===== src/usrc_pkg.sv =====
package usrc_pkg;

    // ==========================================================
    // Register map (byte addresses)
    localparam logic [7:0] OFS_RCSC = 8'h00;
    localparam logic [7:0] OFS_MODE = 8'h04;
    localparam logic [7:0] OFS_DATA = 8'h08;
    localparam logic [7:0] OFS_IRQ_ST = 8'h0C;
    localparam logic [7:0] OFS_IRQ_MASK = 8'h10;

    // ==========================================================
    // receive_status_control fields
    localparam int BIT_NINTH = 0;
    localparam int BIT_OVERRUN_ERROR_FLAG = 1;
    localparam int BIT_FRAMING_ERROR_FLAG = 2;
    localparam int BIT_ADDRESS_DETECT_ENABLE = 3;
    localparam int BIT_CONTINUOUS_RX_ENABLE = 4;
    localparam int BIT_SINGLE_RX_ENABLE = 5;
    localparam int BIT_RX9 = 6;
    localparam logic [7:0] RCSC_WR_MASK = 8'h78;
    localparam logic [7:0] RCSC_RST = 8'h00;

    // ==========================================================
    // Mode register fields
    localparam int BIT_SYNC = 0;
    localparam int BIT_MASTER = 1;
    localparam int MODE_W = 2;
    localparam logic [1:0] MODE_RST = 2'h0;

    // ==========================================================
    // Interrupt status and mask fields
    localparam int IRQ_RX = 0;
    localparam int IRQ_OVR = 1;
    localparam int IRQ_FRM = 2;
    localparam int IRQ_W = 3;
    localparam logic [2:0] IRQ_RST = 3'h0;

    // ==========================================================
    // Bus constants
    localparam int HTRANS_BUSY_BIT = 1;
    localparam logic [7:0] DATA_RST = 8'h00;
    localparam logic [31:0] HRDATA_RST = 32'h0000_0000;

    // Word delivered by the bit sampler
    typedef struct packed {
        logic valid;
        logic [8:0] data;
        logic frame_err;
    } usrc_rx_word_type;

    // Whole state of the control block
    typedef struct packed {
        logic [7:0] rcsc;
        logic [MODE_W-1:0] mode;
        logic [7:0] buf_data;
        logic buf_full;
        logic [IRQ_W-1:0] irq_st;
        logic [IRQ_W-1:0] irq_mask;
        logic irq;
        logic rx_en;
        logic wr_pend;
        logic [7:0] wr_addr;
        logic rd_pend;
        logic [7:0] rd_addr;
        logic [31:0] hrdata;
        logic hreadyout;
    } usrc_state_type;

endpackage : usrc_pkg


===== src/usrc_rst_sync.sv =====
`timescale 1ns/1ps

// ==========================================================
// Reset release synchroniser
module usrc_rst_sync (
    // Clock and raw reset
    input wire logic clk_i,
    input wire logic nrst_i,
    // Released reset
    output logic nrst_sync_o
);

    logic meta_r;

    // Assert at once, release after two edges
    always_ff @(posedge clk_i or negedge nrst_i) begin
        if (!nrst_i) begin
            meta_r <= 1'b0;
            nrst_sync_o <= 1'b0;
        end else begin
            meta_r <= 1'b1;
            nrst_sync_o <= meta_r;
        end
    end

endmodule : usrc_rst_sync


===== src/usrc_top.sv =====
`timescale 1ns/1ps

// How it works
// Sync master: writing single_rx_enable one starts one word, zero stops it.
// Hardware clears single_rx_enable when its word has been received.
// Sync slave: single_rx_enable has no effect on reception.
// Async: continuous_rx_enable (bit 4) enables or disables reception.
// Sync: continuous_rx_enable runs until cleared and overrides single_rx_enable.
// Async 9-bit with address detect: only ninth-bit-one frames load and interrupt.
// Address detect off: every frame accepted, ninth bit passed to software.
// framing_error_flag (bit 2) updates when buffer read and next word loads.
// overrun_error_flag (bit 1) sets on overrun, clears with continuous_rx_enable.
// While overrun flag set, no new words are accepted.
module usrc_top (
    // Clock and reset
    input wire logic ref_clk_i,
    input wire logic nrst_i,
    // AHB-Lite slave
    input wire logic hsel_i,
    input wire logic [31:0] haddr_i,
    input wire logic [1:0] htrans_i,
    input wire logic hwrite_i,
    input wire logic [2:0] hsize_i,
    input wire logic [31:0] hwdata_i,
    input wire logic hready_i,
    output logic [31:0] hrdata_o,
    output logic hreadyout_o,
    output logic hresp_o,
    // Bit sampler side
    input wire usrc_pkg::usrc_rx_word_type rx_word_i,
    output logic rx_enable_o,
    // Interrupt
    output logic irq_o
);
    import usrc_pkg::*;

    logic rst_n;
    usrc_state_type s;
    usrc_state_type n;
    logic sync_mode;
    logic master_mode;
    logic single_mode;
    logic en_req;
    logic drop;
    logic take;
    logic ovr;
    logic hresp_r;

    // ==========================================================
    // Reset release
    usrc_rst_sync u_rst (
        .clk_i(ref_clk_i),
        .nrst_i(nrst_i),
        .nrst_sync_o(rst_n)
    );

    // ==========================================================
    // Receive enables and frame filtering
    assign sync_mode = s.mode[BIT_SYNC];
    assign master_mode = s.mode[BIT_MASTER];
    // Single receive only as sync master, and only without continuous
    assign single_mode = sync_mode && master_mode && s.rcsc[BIT_SINGLE_RX_ENABLE]
        && !s.rcsc[BIT_CONTINUOUS_RX_ENABLE];
    // Continuous wins in every mode; overrun holds reception off
    assign en_req = (s.rcsc[BIT_CONTINUOUS_RX_ENABLE] || single_mode)
        && !s.rcsc[BIT_OVERRUN_ERROR_FLAG];
    // Address frames only in async 9-bit with detect on
    assign drop = !sync_mode && s.rcsc[BIT_RX9] && s.rcsc[BIT_ADDRESS_DETECT_ENABLE]
        && !rx_word_i.data[8];
    // Current enables gate too, so the one-cycle lag of rx_en never lets a word in
    assign take = rx_word_i.valid && s.rx_en && en_req && !drop
        && !s.buf_full;
    assign ovr = rx_word_i.valid && s.rx_en && en_req && !drop
        && s.buf_full;

    // ==========================================================
    // Next state
    always_comb begin
        n = s;
        n.hreadyout = 1'b1;
        n.wr_pend = 1'b0;
        n.rd_pend = 1'b0;

        // Write data phase
        if (s.wr_pend) begin
            case (s.wr_addr)
                OFS_RCSC: begin
                    n.rcsc = (s.rcsc & ~RCSC_WR_MASK) | (hwdata_i[7:0] & RCSC_WR_MASK);
                    if (!hwdata_i[BIT_CONTINUOUS_RX_ENABLE]) begin
                        n.rcsc[BIT_OVERRUN_ERROR_FLAG] = 1'b0;
                    end
                end
                OFS_MODE: n.mode = hwdata_i[MODE_W-1:0];
                OFS_IRQ_ST: n.irq_st = s.irq_st & ~hwdata_i[IRQ_W-1:0];
                OFS_IRQ_MASK: n.irq_mask = hwdata_i[IRQ_W-1:0];
                default: n.mode = n.mode;
            endcase
        end

        // Read data phase, one wait state
        if (s.rd_pend) begin
            case (s.rd_addr)
                OFS_RCSC: n.hrdata = {24'h00_0000, s.rcsc};
                OFS_MODE: n.hrdata = {30'h0000_0000, s.mode};
                OFS_DATA: n.hrdata = {24'h00_0000, s.buf_data};
                OFS_IRQ_ST: n.hrdata = {29'h0000_0000, s.irq_st};
                OFS_IRQ_MASK: n.hrdata = {29'h0000_0000, s.irq_mask};
                default: n.hrdata = HRDATA_RST;
            endcase
            // Reading the buffer frees it for the next word
            if (s.rd_addr == OFS_DATA) begin
                n.buf_full = 1'b0;
            end
        end

        // Address phase
        if (hsel_i && htrans_i[HTRANS_BUSY_BIT] && hready_i) begin
            if (hwrite_i) begin
                n.wr_pend = 1'b1;
                n.wr_addr = haddr_i[7:0];
            end else begin
                n.rd_pend = 1'b1;
                n.rd_addr = haddr_i[7:0];
                n.hreadyout = 1'b0;
            end
        end

        // Word completed by the sampler; set wins over clears above
        if (rx_word_i.valid && s.rx_en) begin
            if (single_mode) begin
                n.rcsc[BIT_SINGLE_RX_ENABLE] = 1'b0;
            end
            if (take) begin
                n.buf_data = rx_word_i.data[7:0];
                n.buf_full = 1'b1;
                n.rcsc[BIT_NINTH] = rx_word_i.data[8] && s.rcsc[BIT_RX9];
                n.rcsc[BIT_FRAMING_ERROR_FLAG] = rx_word_i.frame_err;
                n.irq_st[IRQ_RX] = 1'b1;
                if (rx_word_i.frame_err) begin
                    n.irq_st[IRQ_FRM] = 1'b1;
                end
            end else if (ovr) begin
                n.rcsc[BIT_OVERRUN_ERROR_FLAG] = 1'b1;
                n.irq_st[IRQ_OVR] = 1'b1;
            end
        end

        n.rx_en = en_req;
        n.irq = |(n.irq_st & n.irq_mask);
    end

    // ==========================================================
    // State register
    always_ff @(posedge ref_clk_i or negedge rst_n) begin
        if (!rst_n) begin
            s.rcsc <= RCSC_RST;
            s.mode <= MODE_RST;
            s.buf_data <= DATA_RST;
            s.buf_full <= 1'b0;
            s.irq_st <= IRQ_RST;
            s.irq_mask <= IRQ_RST;
            s.irq <= 1'b0;
            s.rx_en <= 1'b0;
            s.wr_pend <= 1'b0;
            s.wr_addr <= 8'h00;
            s.rd_pend <= 1'b0;
            s.rd_addr <= 8'h00;
            s.hrdata <= HRDATA_RST;
            s.hreadyout <= 1'b1;
        end else begin
            s <= n;
        end
    end

    // Response is always OKAY
    always_ff @(posedge ref_clk_i or negedge rst_n) begin
        if (!rst_n) begin
            hresp_r <= 1'b0;
        end else begin
            hresp_r <= 1'b0;
        end
    end

    // ==========================================================
    // Outputs
    assign hrdata_o = s.hrdata;
    assign hreadyout_o = s.hreadyout;
    assign hresp_o = hresp_r;
    assign rx_enable_o = s.rx_en;
    assign irq_o = s.irq;
endmodule : usrc_top


===== config.mk =====
export PLATFORM = sky130hd
export DESIGN_NAME = usrc_top
export DESIGN_NICKNAME = d
export VERILOG_FILES = /design/src/usrc_pkg.sv /design/src/usrc_rst_sync.sv /design/src/usrc_top.sv
export SDC_FILE = /design/constraint.sdc
export NUM_CORES = 1
export LEC_CHECK = 0
export BUFFER_PORTS_ARGS = -buffer_cell sky130_fd_sc_hd__clkbuf_2
export CORE_ASPECT_RATIO = 1.25
export CORE_MARGIN = 2
export CORE_UTILIZATION = 50
export CTS_BUF_LIST = sky130_fd_sc_hd__clkbuf_8 sky130_fd_sc_hd__clkbuf_16
export CTS_CLUSTER_SIZE = 30
export DETAILED_ROUTE_END_ITERATION = 12
export PLACE_DENSITY = 0.85
export SLEW_MARGIN = 20
export SYNTH_ARGS = -nofsm -noshare
export SYNTH_HDL_FRONTEND = slang
export SYNTH_HIERARCHICAL = 1
export SYNTH_SLANG_ARGS = --single-unit

===== constraint.sdc =====
create_clock -name ref_clk_i -period 3.8 [get_ports ref_clk_i]
set_input_delay 0.19 -clock ref_clk_i [delete_from_list [all_inputs] [get_ports ref_clk_i]]
set_output_delay 0.19 -clock ref_clk_i [all_outputs]
set_load 0.03 [all_outputs]

Word-level counts from Yosys, hierarchy flattened --
Index checks and enable logic that the tools add are counted.
Storage, ports and cells: bits in latches 0, memories kept 0, register bits after elaboration 80, memory bits (writable) 0, memory bits (read-only) 0, output and inout port bits 36, bits of input ports 85, word-level logic and storage cells 87
Operators by class: $mul 0, $lt $le $gt $ge 0, equality and inequality tests 7, div/mod/pow operators 0, reductions and logical operators 30, bitwise logic cells 5, shift operators 0, add/subtract/negate cells 0, mux-type cells 28
Operator list (number):
- $pmux W8 S5 | 1
- $eq A8 B4 Y1 const B | 3
- $mux W18 | 1
- $mux W9 | 2
- $eq A8 B3 Y1 const B | 2
- $eq A8 B5 Y1 const B | 2
- $logic_not A8 Y1 | 2
- $logic_and A1 B1 Y1 | 15
- $mux W1 | 15
- $mux W6 | 2
- $reduce_and A2 Y1 | 5
- $mux W3 | 3
- $mux W8 | 1
- $or A8 B7 Y8 | 1
- $and A3 B3 Y3 | 2
- $logic_not A1 Y1 | 6
- $mux W2 | 2
- $mux W4 | 1
- $not A3 Y3 | 1
- $reduce_or A3 Y1 | 1
- $logic_or A1 B1 Y1 | 1
- $not A1 Y1 | 1

Depth between registers and ports, before layout --
Gate-level depths: netlist (run 1).
depth in word-level cells 13, depth in mapped cells 6, mapped depth without buffers 4

Modules after synthesis --
The synthesis (run 1) kept the hierarchy.
Modules (own cells, without submodules):
- usrc_top | instances 1, cells each 241, seq. area each 1327.5 um2, area each 2544.9 um2
- usrc_rst_sync | instances 1, cells each 3, seq. area each 50.0 um2, area each 53.8 um2

Worst setup path after synthesis (run 1) --
OpenSTA, ideal clock, no wires.
path kind flip-flop to flip-flop, from register s[34] (netlist bit), to register s[59] (netlist bit), arrival 1.861 ns, required time 3.682 ns, buffers on the path 0, setup time 0.118 ns, slack 1.821 ns, cell stages (with the launch flop) 5, period minus slack after synthesis 1.979 ns, path through dfrtp_1 -> or4_1 -> or3_4 -> or4b_4 -> a21o_1
RTL lines:
- start: declaration | RTL line usrc_top.sv:38 | usrc_state_type s;
- start signal: assignment | RTL line usrc_top.sv:171 | s <= n;

==> results of run 1 <==
## synth_stat cells, drive strengths merged
master,n
nand2b,1
a31oi,4
clkinv,3
inv,9
a32oi,1
o2bb2ai,10
or4b,1
or4,1
and4b,3
nor4bb,2
nor2,4
nor4b,1
mux2,12
and2,1
a21o,1
a21oi,2
nand2,48
a21boi,1
nor2b,3
o21ai,8
a41o,1
o221ai,1
nand4b,2
mux2i,12
nor3b,1
o22ai,1
nor4,2
conb,2
or2,2
buf,35
nand4,1
and4,1
nand3,6
dfrtp,54
a211oi,1
or3,2
dfstp,1
clkbuf,3
## cells by family (layout without fill, tap and decap cells)
logic type | Yosys count | count (layout)
DFF | 55 | 55
AOI/OAI and AO/OA | 31 | 31
other | 2 | 26
muxes | 24 | 24
buffers and inverters | 50 | 65
and+or+nand+nor | 82 | 82
## what timing repair did
action                    in CTS  in global routing
hold endpoints to repair       2                  0
hold buffers                   1                  0
buffers inserted               0                  0
## cell usage in the layout, fill, tap and decap left out, drive strengths merged, types with 2 or more instances in the layout
cell / n
nor4bb: 2
and4b: 3
nor2b: 3
a21oi: 2
clkbuf: 49
clkinv: 3
nand4b: 2
nor2: 4
or3: 2
buf: 2
o2bb2ai: 10
conb: 26
o21ai: 8
mux2: 12
inv: 9
or2: 2
a31oi: 4
mux2i: 12
dfrtp: 54
nor4: 2
nand2: 48
nand3: 6
## cell type report
type,count,area share [%]
Inverter,12,1.58
Timing Repair Buffer,45,8.26
Clock buffer,7,3.38
Clock inverter,1,0.264
Tap cell,62,2.72
Multi-Input combinational cell,163,35.3
Sequential cell,55,48.5
## power by group
part	leakage, nW	switching (mW)	internal [mW]
Combinational	0.711	0.197	0.158
Sequential	0.688	0.123	0.723
Clock	0.0505	0.188	0.166
Total	1.45	0.508	1.05
## worst max-delay path, cell delays in order, from the launching register on
cell and delay [ns]:
dfrtp_1 0.39, or4_1 0.54, or3_4 0.37, or4b_4 0.50, a21o_1 0.19
## flip-flops by register name, indices dropped and copies added, names as in the netlist
name / flops
hrdata_o: 8
irq_o: 1
u_rst/nrst_sync_o: 1
rx_enable_o: 1
master_mode: 1
hreadyout_o: 1
u_rst/meta_r: 1
s: 41
## metrics by stage
step | hold slack [ns] | std cells | utilization [%] | worst slack [ns] | cell area (um2)
6_report | 0.0874 | 345 | 56.5 | 1.71 | 2850
5_1_grt | 0.0899 | 345 | 56.5 | 1.67 | 2850
4_1_cts | 0.0822 | 345 | 56.4 | 1.73 | 2850
3_5_place_dp | -0.0218 | 336 | 54.2 | 1.74 | 2730
3_3_place_gp | -0.0244 | 336 | 54.2 | 1.75 | 2730
2_1_floorplan | -0.106 | 268 | - | 1.82 | 2690
## final timing paths
path                                             startpoint                          end  slack, ns  cells after the start
worst max-delay path                      s[34]$_DFFE_PN0P_              s[59]$_DFF_PN0_       1.71                      4
worst min-delay path                             haddr_i[0]            s[33]$_DFFE_PN0P_       0.09                      3
worst max register to register            s[34]$_DFFE_PN0P_              s[59]$_DFF_PN0_       1.71                      4
worst min register to register       u_rst/meta_r$_DFF_PN0_  u_rst/nrst_sync_o$_DFF_PN0_       0.36                      0
max in group asynchronous       u_rst/nrst_sync_o$_DFF_PN0_              s[53]$_DFF_PN0_       3.00                      0
min in group asynchronous                            nrst_i  u_rst/nrst_sync_o$_DFF_PN0_       0.20                      2
## routing by layer
layer	routed length, um	global-route usage [%]
met1	2070	22.5
met2	2360	27.7
met3	274	4.16
met4	55	6.73
met5	0	0
==> results.txt, run 1 <==
GRT Resource Usage Total = 17.4%
Pin count of the biggest net entering global routing = 54
Status = finished, final reports clean
Via count = 1764
Via/cell ratio = 5.11
Cell taking the most area after synthesis = dfrtp_1
Synth Area in Adders = 0%
Xor/xnor cell area share of the yosys netlist = 0%
GRT overflow = 0
Clock skew = 0.0152 ns
Initial DRC Count = 132
Worst min path class = input port to flop
Critical Path AT = 2.29 ns
TritonCTS clock tree = done
Clock root buffer = clkbuf_8
Hpwl dp = 3.54 mm
Pwr dens = 546 nW/um2
Achievable Freq = 479 MHz
Largest family of logic cells by synthesized area = simple AND/OR/NAND/NOR gates
Yosys cell types = 41
Rel. slew slack = 56.4%
Vias in the first global route = 1725
Compound-Gate Fraction of Synth Area = 8.43%
Mux contribution to synthesized area = 9.82%
Post-CTS Resized = 0
Pwr Total = 1.56 mW
Clock Latency Late Sink = 0.31 ns
Layout cells sized above 1 = 25.8%
Register area = 1380 um2
Leak pwr = 1.45 nW
Critical Path Fanout Max = 5
Mean Syn Cell Area = 10.7 um2
FF+latch count, synth = 55
Setup TNS = 0 ns
Initial antenna violation count = 0
Final hold vios = 0
Drt pass-1 iters = 4
Setup violations, final = 0
Clock sinks = 55
# Max-Cap Violations = 0
Slew @ Worst Pin = 0.655 ns
Multi-input gate area = 1000 um2
DIE HEIGHT = 84.6 um
Crit start category = flop
Wire length per cell = 13.8 um
Top Ports = 121
Routed Antenna Nets = 0
Area grow syn2layout = 9.58%
Die area = 5790 um2
Worst Setup End Kind = flop
GP Congestion = 0.797
Synth Warn # = 6
Worst Path Required = 4.00 ns
I/O Buffers = 42
Row cnt = 29
RSZ-0062 raised after global routing = no
Synthesized cell area = 2600 um2
Top-area cell type share of the netlist area = 52.0%
First-pass GRT wire length = 7.66 mm
Filler Cells Inserted = 462
ANT cells = 0
Reg clk slew, reported paths = 0.09 ns
VDD IR max = 292 uV
Top cells by area, synth = dfrtp_1, buf_4, nand2_1, mux2_2, mux2i_1
Core Region = 5040 um2
DIE WIDTH = 68.5 um
Post-Synth Simple-Gate Area = 16.4%
Longest Clk Path Bufs = 2
H-Tree Depth = 2
Post-synthesis instance total = 244
Seq/Total Area, Yosys = 53.0%
CTS buffer count = 5
Max Slew Vio Count = 0
Tmin final = 2.09 ns
# DRC = 0
NumNets Final = 367
Crit path kind = flop to flop
Initial core utilization = 51.5%
Final period util = 54.9%
Final wirelength = 4.75 mm
(Power assumes the default switching activity.)
==> inputs of run 2 (changes only) <==
CORE_UTILIZATION = 42   (was 50)
PLACE_DENSITY = 0.76   (was 0.85)
clock period = 1.9 ns   (was 3.8 ns; I/O delays follow)
==> results.txt, run 2 (synthesis gave the netlist of run 1 again) <==
Status = complete, but fails checks
Failing checks = negative setup slack
DIE WIDTH = 74.4 um (+8.6%)
Final hold vios = 0 (unchanged)
Routed Antenna Nets = 0 (unchanged)
Via count = 1847 (+4.7%)
Fin cells = 393 (+14%)
Critical Path AT = 2.29 ns (about the same)
CTS buffer count = 5 (unchanged)
Reg clk slew, reported paths = 0.10 ns (about the same)
# Max-Cap Violations = 0 (unchanged)
ANT cells = 0 (unchanged)
DIE HEIGHT = 91.9 um (+8.7%)
TritonCTS clock tree = done
Clock skew = 0.00488 ns (-0.0103 ns)
Critical Path Fanout Max = 3 (-2)
Drt pass-1 iters = 4 (unchanged)
Worst Path Required = 2.11 ns (-1.89 ns)
Post-Route Utilization = 50.8% (-5.6 points)
Reg2Reg Launch Point = s[34]$_DFFE_PN0P_
Final wirelength = 5.01 mm (+5.3%)
Largest register FFs = 41 (unchanged)
I/O Buffers = 42 (unchanged)
Most common cell after layout, fill and taps aside = dfrtp_1
Most used cells in the layout excluding fill and tap cells = dfrtp_1, nand2_1, clkbuf_2
Buffers & Inverters on Critical Path = 0 (unchanged)
Crit path kind = flop to flop
Slew @ Worst Pin = 0.501 ns (-0.154 ns)
Rel. slew slack = 66.6% (+10 points)
Placed Cells = 371 (+10%)
Max Slew Vio Count = 0 (unchanged)
Wire length per cell = 12.7 um (-7.5%)
Leak pwr = 1.57 nW (+8.1%)
Final WS setup = -0.181 ns (-1.89 ns)
GRT Resource Usage Total = 15.4% (-2.0 points)
Layout cells sized above 1 = 30.2% (+4.4 points)
# DRC = 0 (unchanged)
Clock root buffer = clkbuf_8
Die area = 6840 um2 (+18%)
RSZ-0062 raised after global routing = yes
GP Congestion = 0.792 (-0.73%)
Worst min path class = input port to flop
First-pass GRT wire length = 8.14 mm (+6.3%)
Pwr dens = 1020 nW/um2 (+87%)
Clock Latency Late Sink = 0.31 ns (about the same)
CP max stage delay = 0.54 ns (about the same)
Longest Clk Path Bufs = 2 (unchanged)
Worst hold start = rx_word_i[7]
Internal reg-to-reg setup slack = -0.18 ns (-1.89 ns)
Setup violations, final = 6 (+6)
Largest Register = s
Worst path top cell family by delay = simple AND/OR/NAND/NOR gates
Initial core utilization = 42.7% (-8.8 points)
Achievable Freq = 481 MHz (+0.30%)
Pin count of the biggest net entering global routing = 21 (-61%)
Clock sinks = 55 (unchanged)
Initial DRC Count = 69 (-48%)
Row cnt = 32 (+10%)
Core Region = 6090 um2 (+21%)
Vias in the first global route = 1751 (+1.5%)
GRT overflow = 0 (unchanged)
VDD IR max = 534 uV (+83%)
Tmin final = 2.08 ns (-0.00626 ns)
Final period util = 110% (+55 points)
Critical path, cell by cell = or4_4, or3_4, or4b_4, a21o_1
Hpwl dp = 3.92 mm (+11%)
CP max stage cell = or4b_4
Crit. Startpoint = s[34]$_DFFE_PN0P_
Area grow syn2layout = 19.0%
Worst Setup End Kind = flop
Initial antenna violation count = 0 (unchanged)
Via/cell ratio = 4.70 (-8.1%)
NumNets Final = 392 (+6.8%)
H-Tree Depth = 2 (unchanged)
Top Ports = 121 (unchanged)
Crit start category = flop
run 2: area by class of cell:
class / count / area (um2)
tap: 85 / 106
fill: 584 / 2990
multi-input combinational: 163 / 1020
sequential: 55 / 1380
clock inverter: 3 / 26.3
inverter: 12 / 45.0
timing repair buffer: 70 / 445
clock buffer: 5 / 68.8
run 2: worst register-to-register path, stage by stage, from the launching register on:
cell	delay, ns
dfrtp_1	0.39
or4_4	0.52
or3_4	0.35
or4b_4	0.54
a21o_1	0.17
run 2: path summary, 6_finish.rpt:
path / depth (start not counted) / to
setup reg to reg: 4 / s[59]$_DFF_PN0_
max in group asynchronous: 1 / irq_o$_DFF_PN0_
min in group asynchronous: 2 / u_rst/nrst_sync_o$_DFF_PN0_
hold reg to reg: 0 / s[48]$_DFFE_PN0P_
setup / recovery: 4 / s[59]$_DFF_PN0_
hold / removal: 2 / s[66]$_DFFE_PN0P_
run 2: repair_timing:
action | in CTS | in global routing
gates resized for setup | 1 | 1
pin swaps | 1 | 2
hold endpoints to repair | 14 | 0
hold buffers | 10 | 0
setup buffers | 1 | 3
endpoints found under the setup margin | 6 | 6
run 2: where the power goes:
group | switching, mW | internal (mW) | leakage [nW] | total, mW
clock | 0.401 | 0.272 | 0.0491 | 0.673
combinational | 0.433 | 0.383 | 0.830 | 0.816
sequential | 0.219 | 1.45 | 0.686 | 1.67
run 2: layer usage:
| metal | global-route usage [%] | routed length, um |
|---|---|---|
| met4 | 4.02 | 57 |
| met1 | 19.7 | 2080 |
| met5 | 0 | 0 |
| met2 | 26.2 | 2610 |
| met3 | 3.30 | 266 |
run 2: stage by stage:
step / area [um2] / TNS (ns) / total power, mW / hold WS, ns / setup slack (ns)
floorplan: 2700 / -0.0786 / 2.25 / -0.201 / -0.0786
global placement: 2860 / -0.250 / 2.44 / -0.116 / -0.112
detailed placement: 2860 / -0.440 / 2.47 / -0.118 / -0.155
CTS: 3070 / -0.547 / 3.16 / 0.00600 / -0.185
global route: 3090 / -0.835 / 3.35 / 0.00359 / -0.227
finish: 3090 / -0.503 / 3.16 / 0.00854 / -0.181
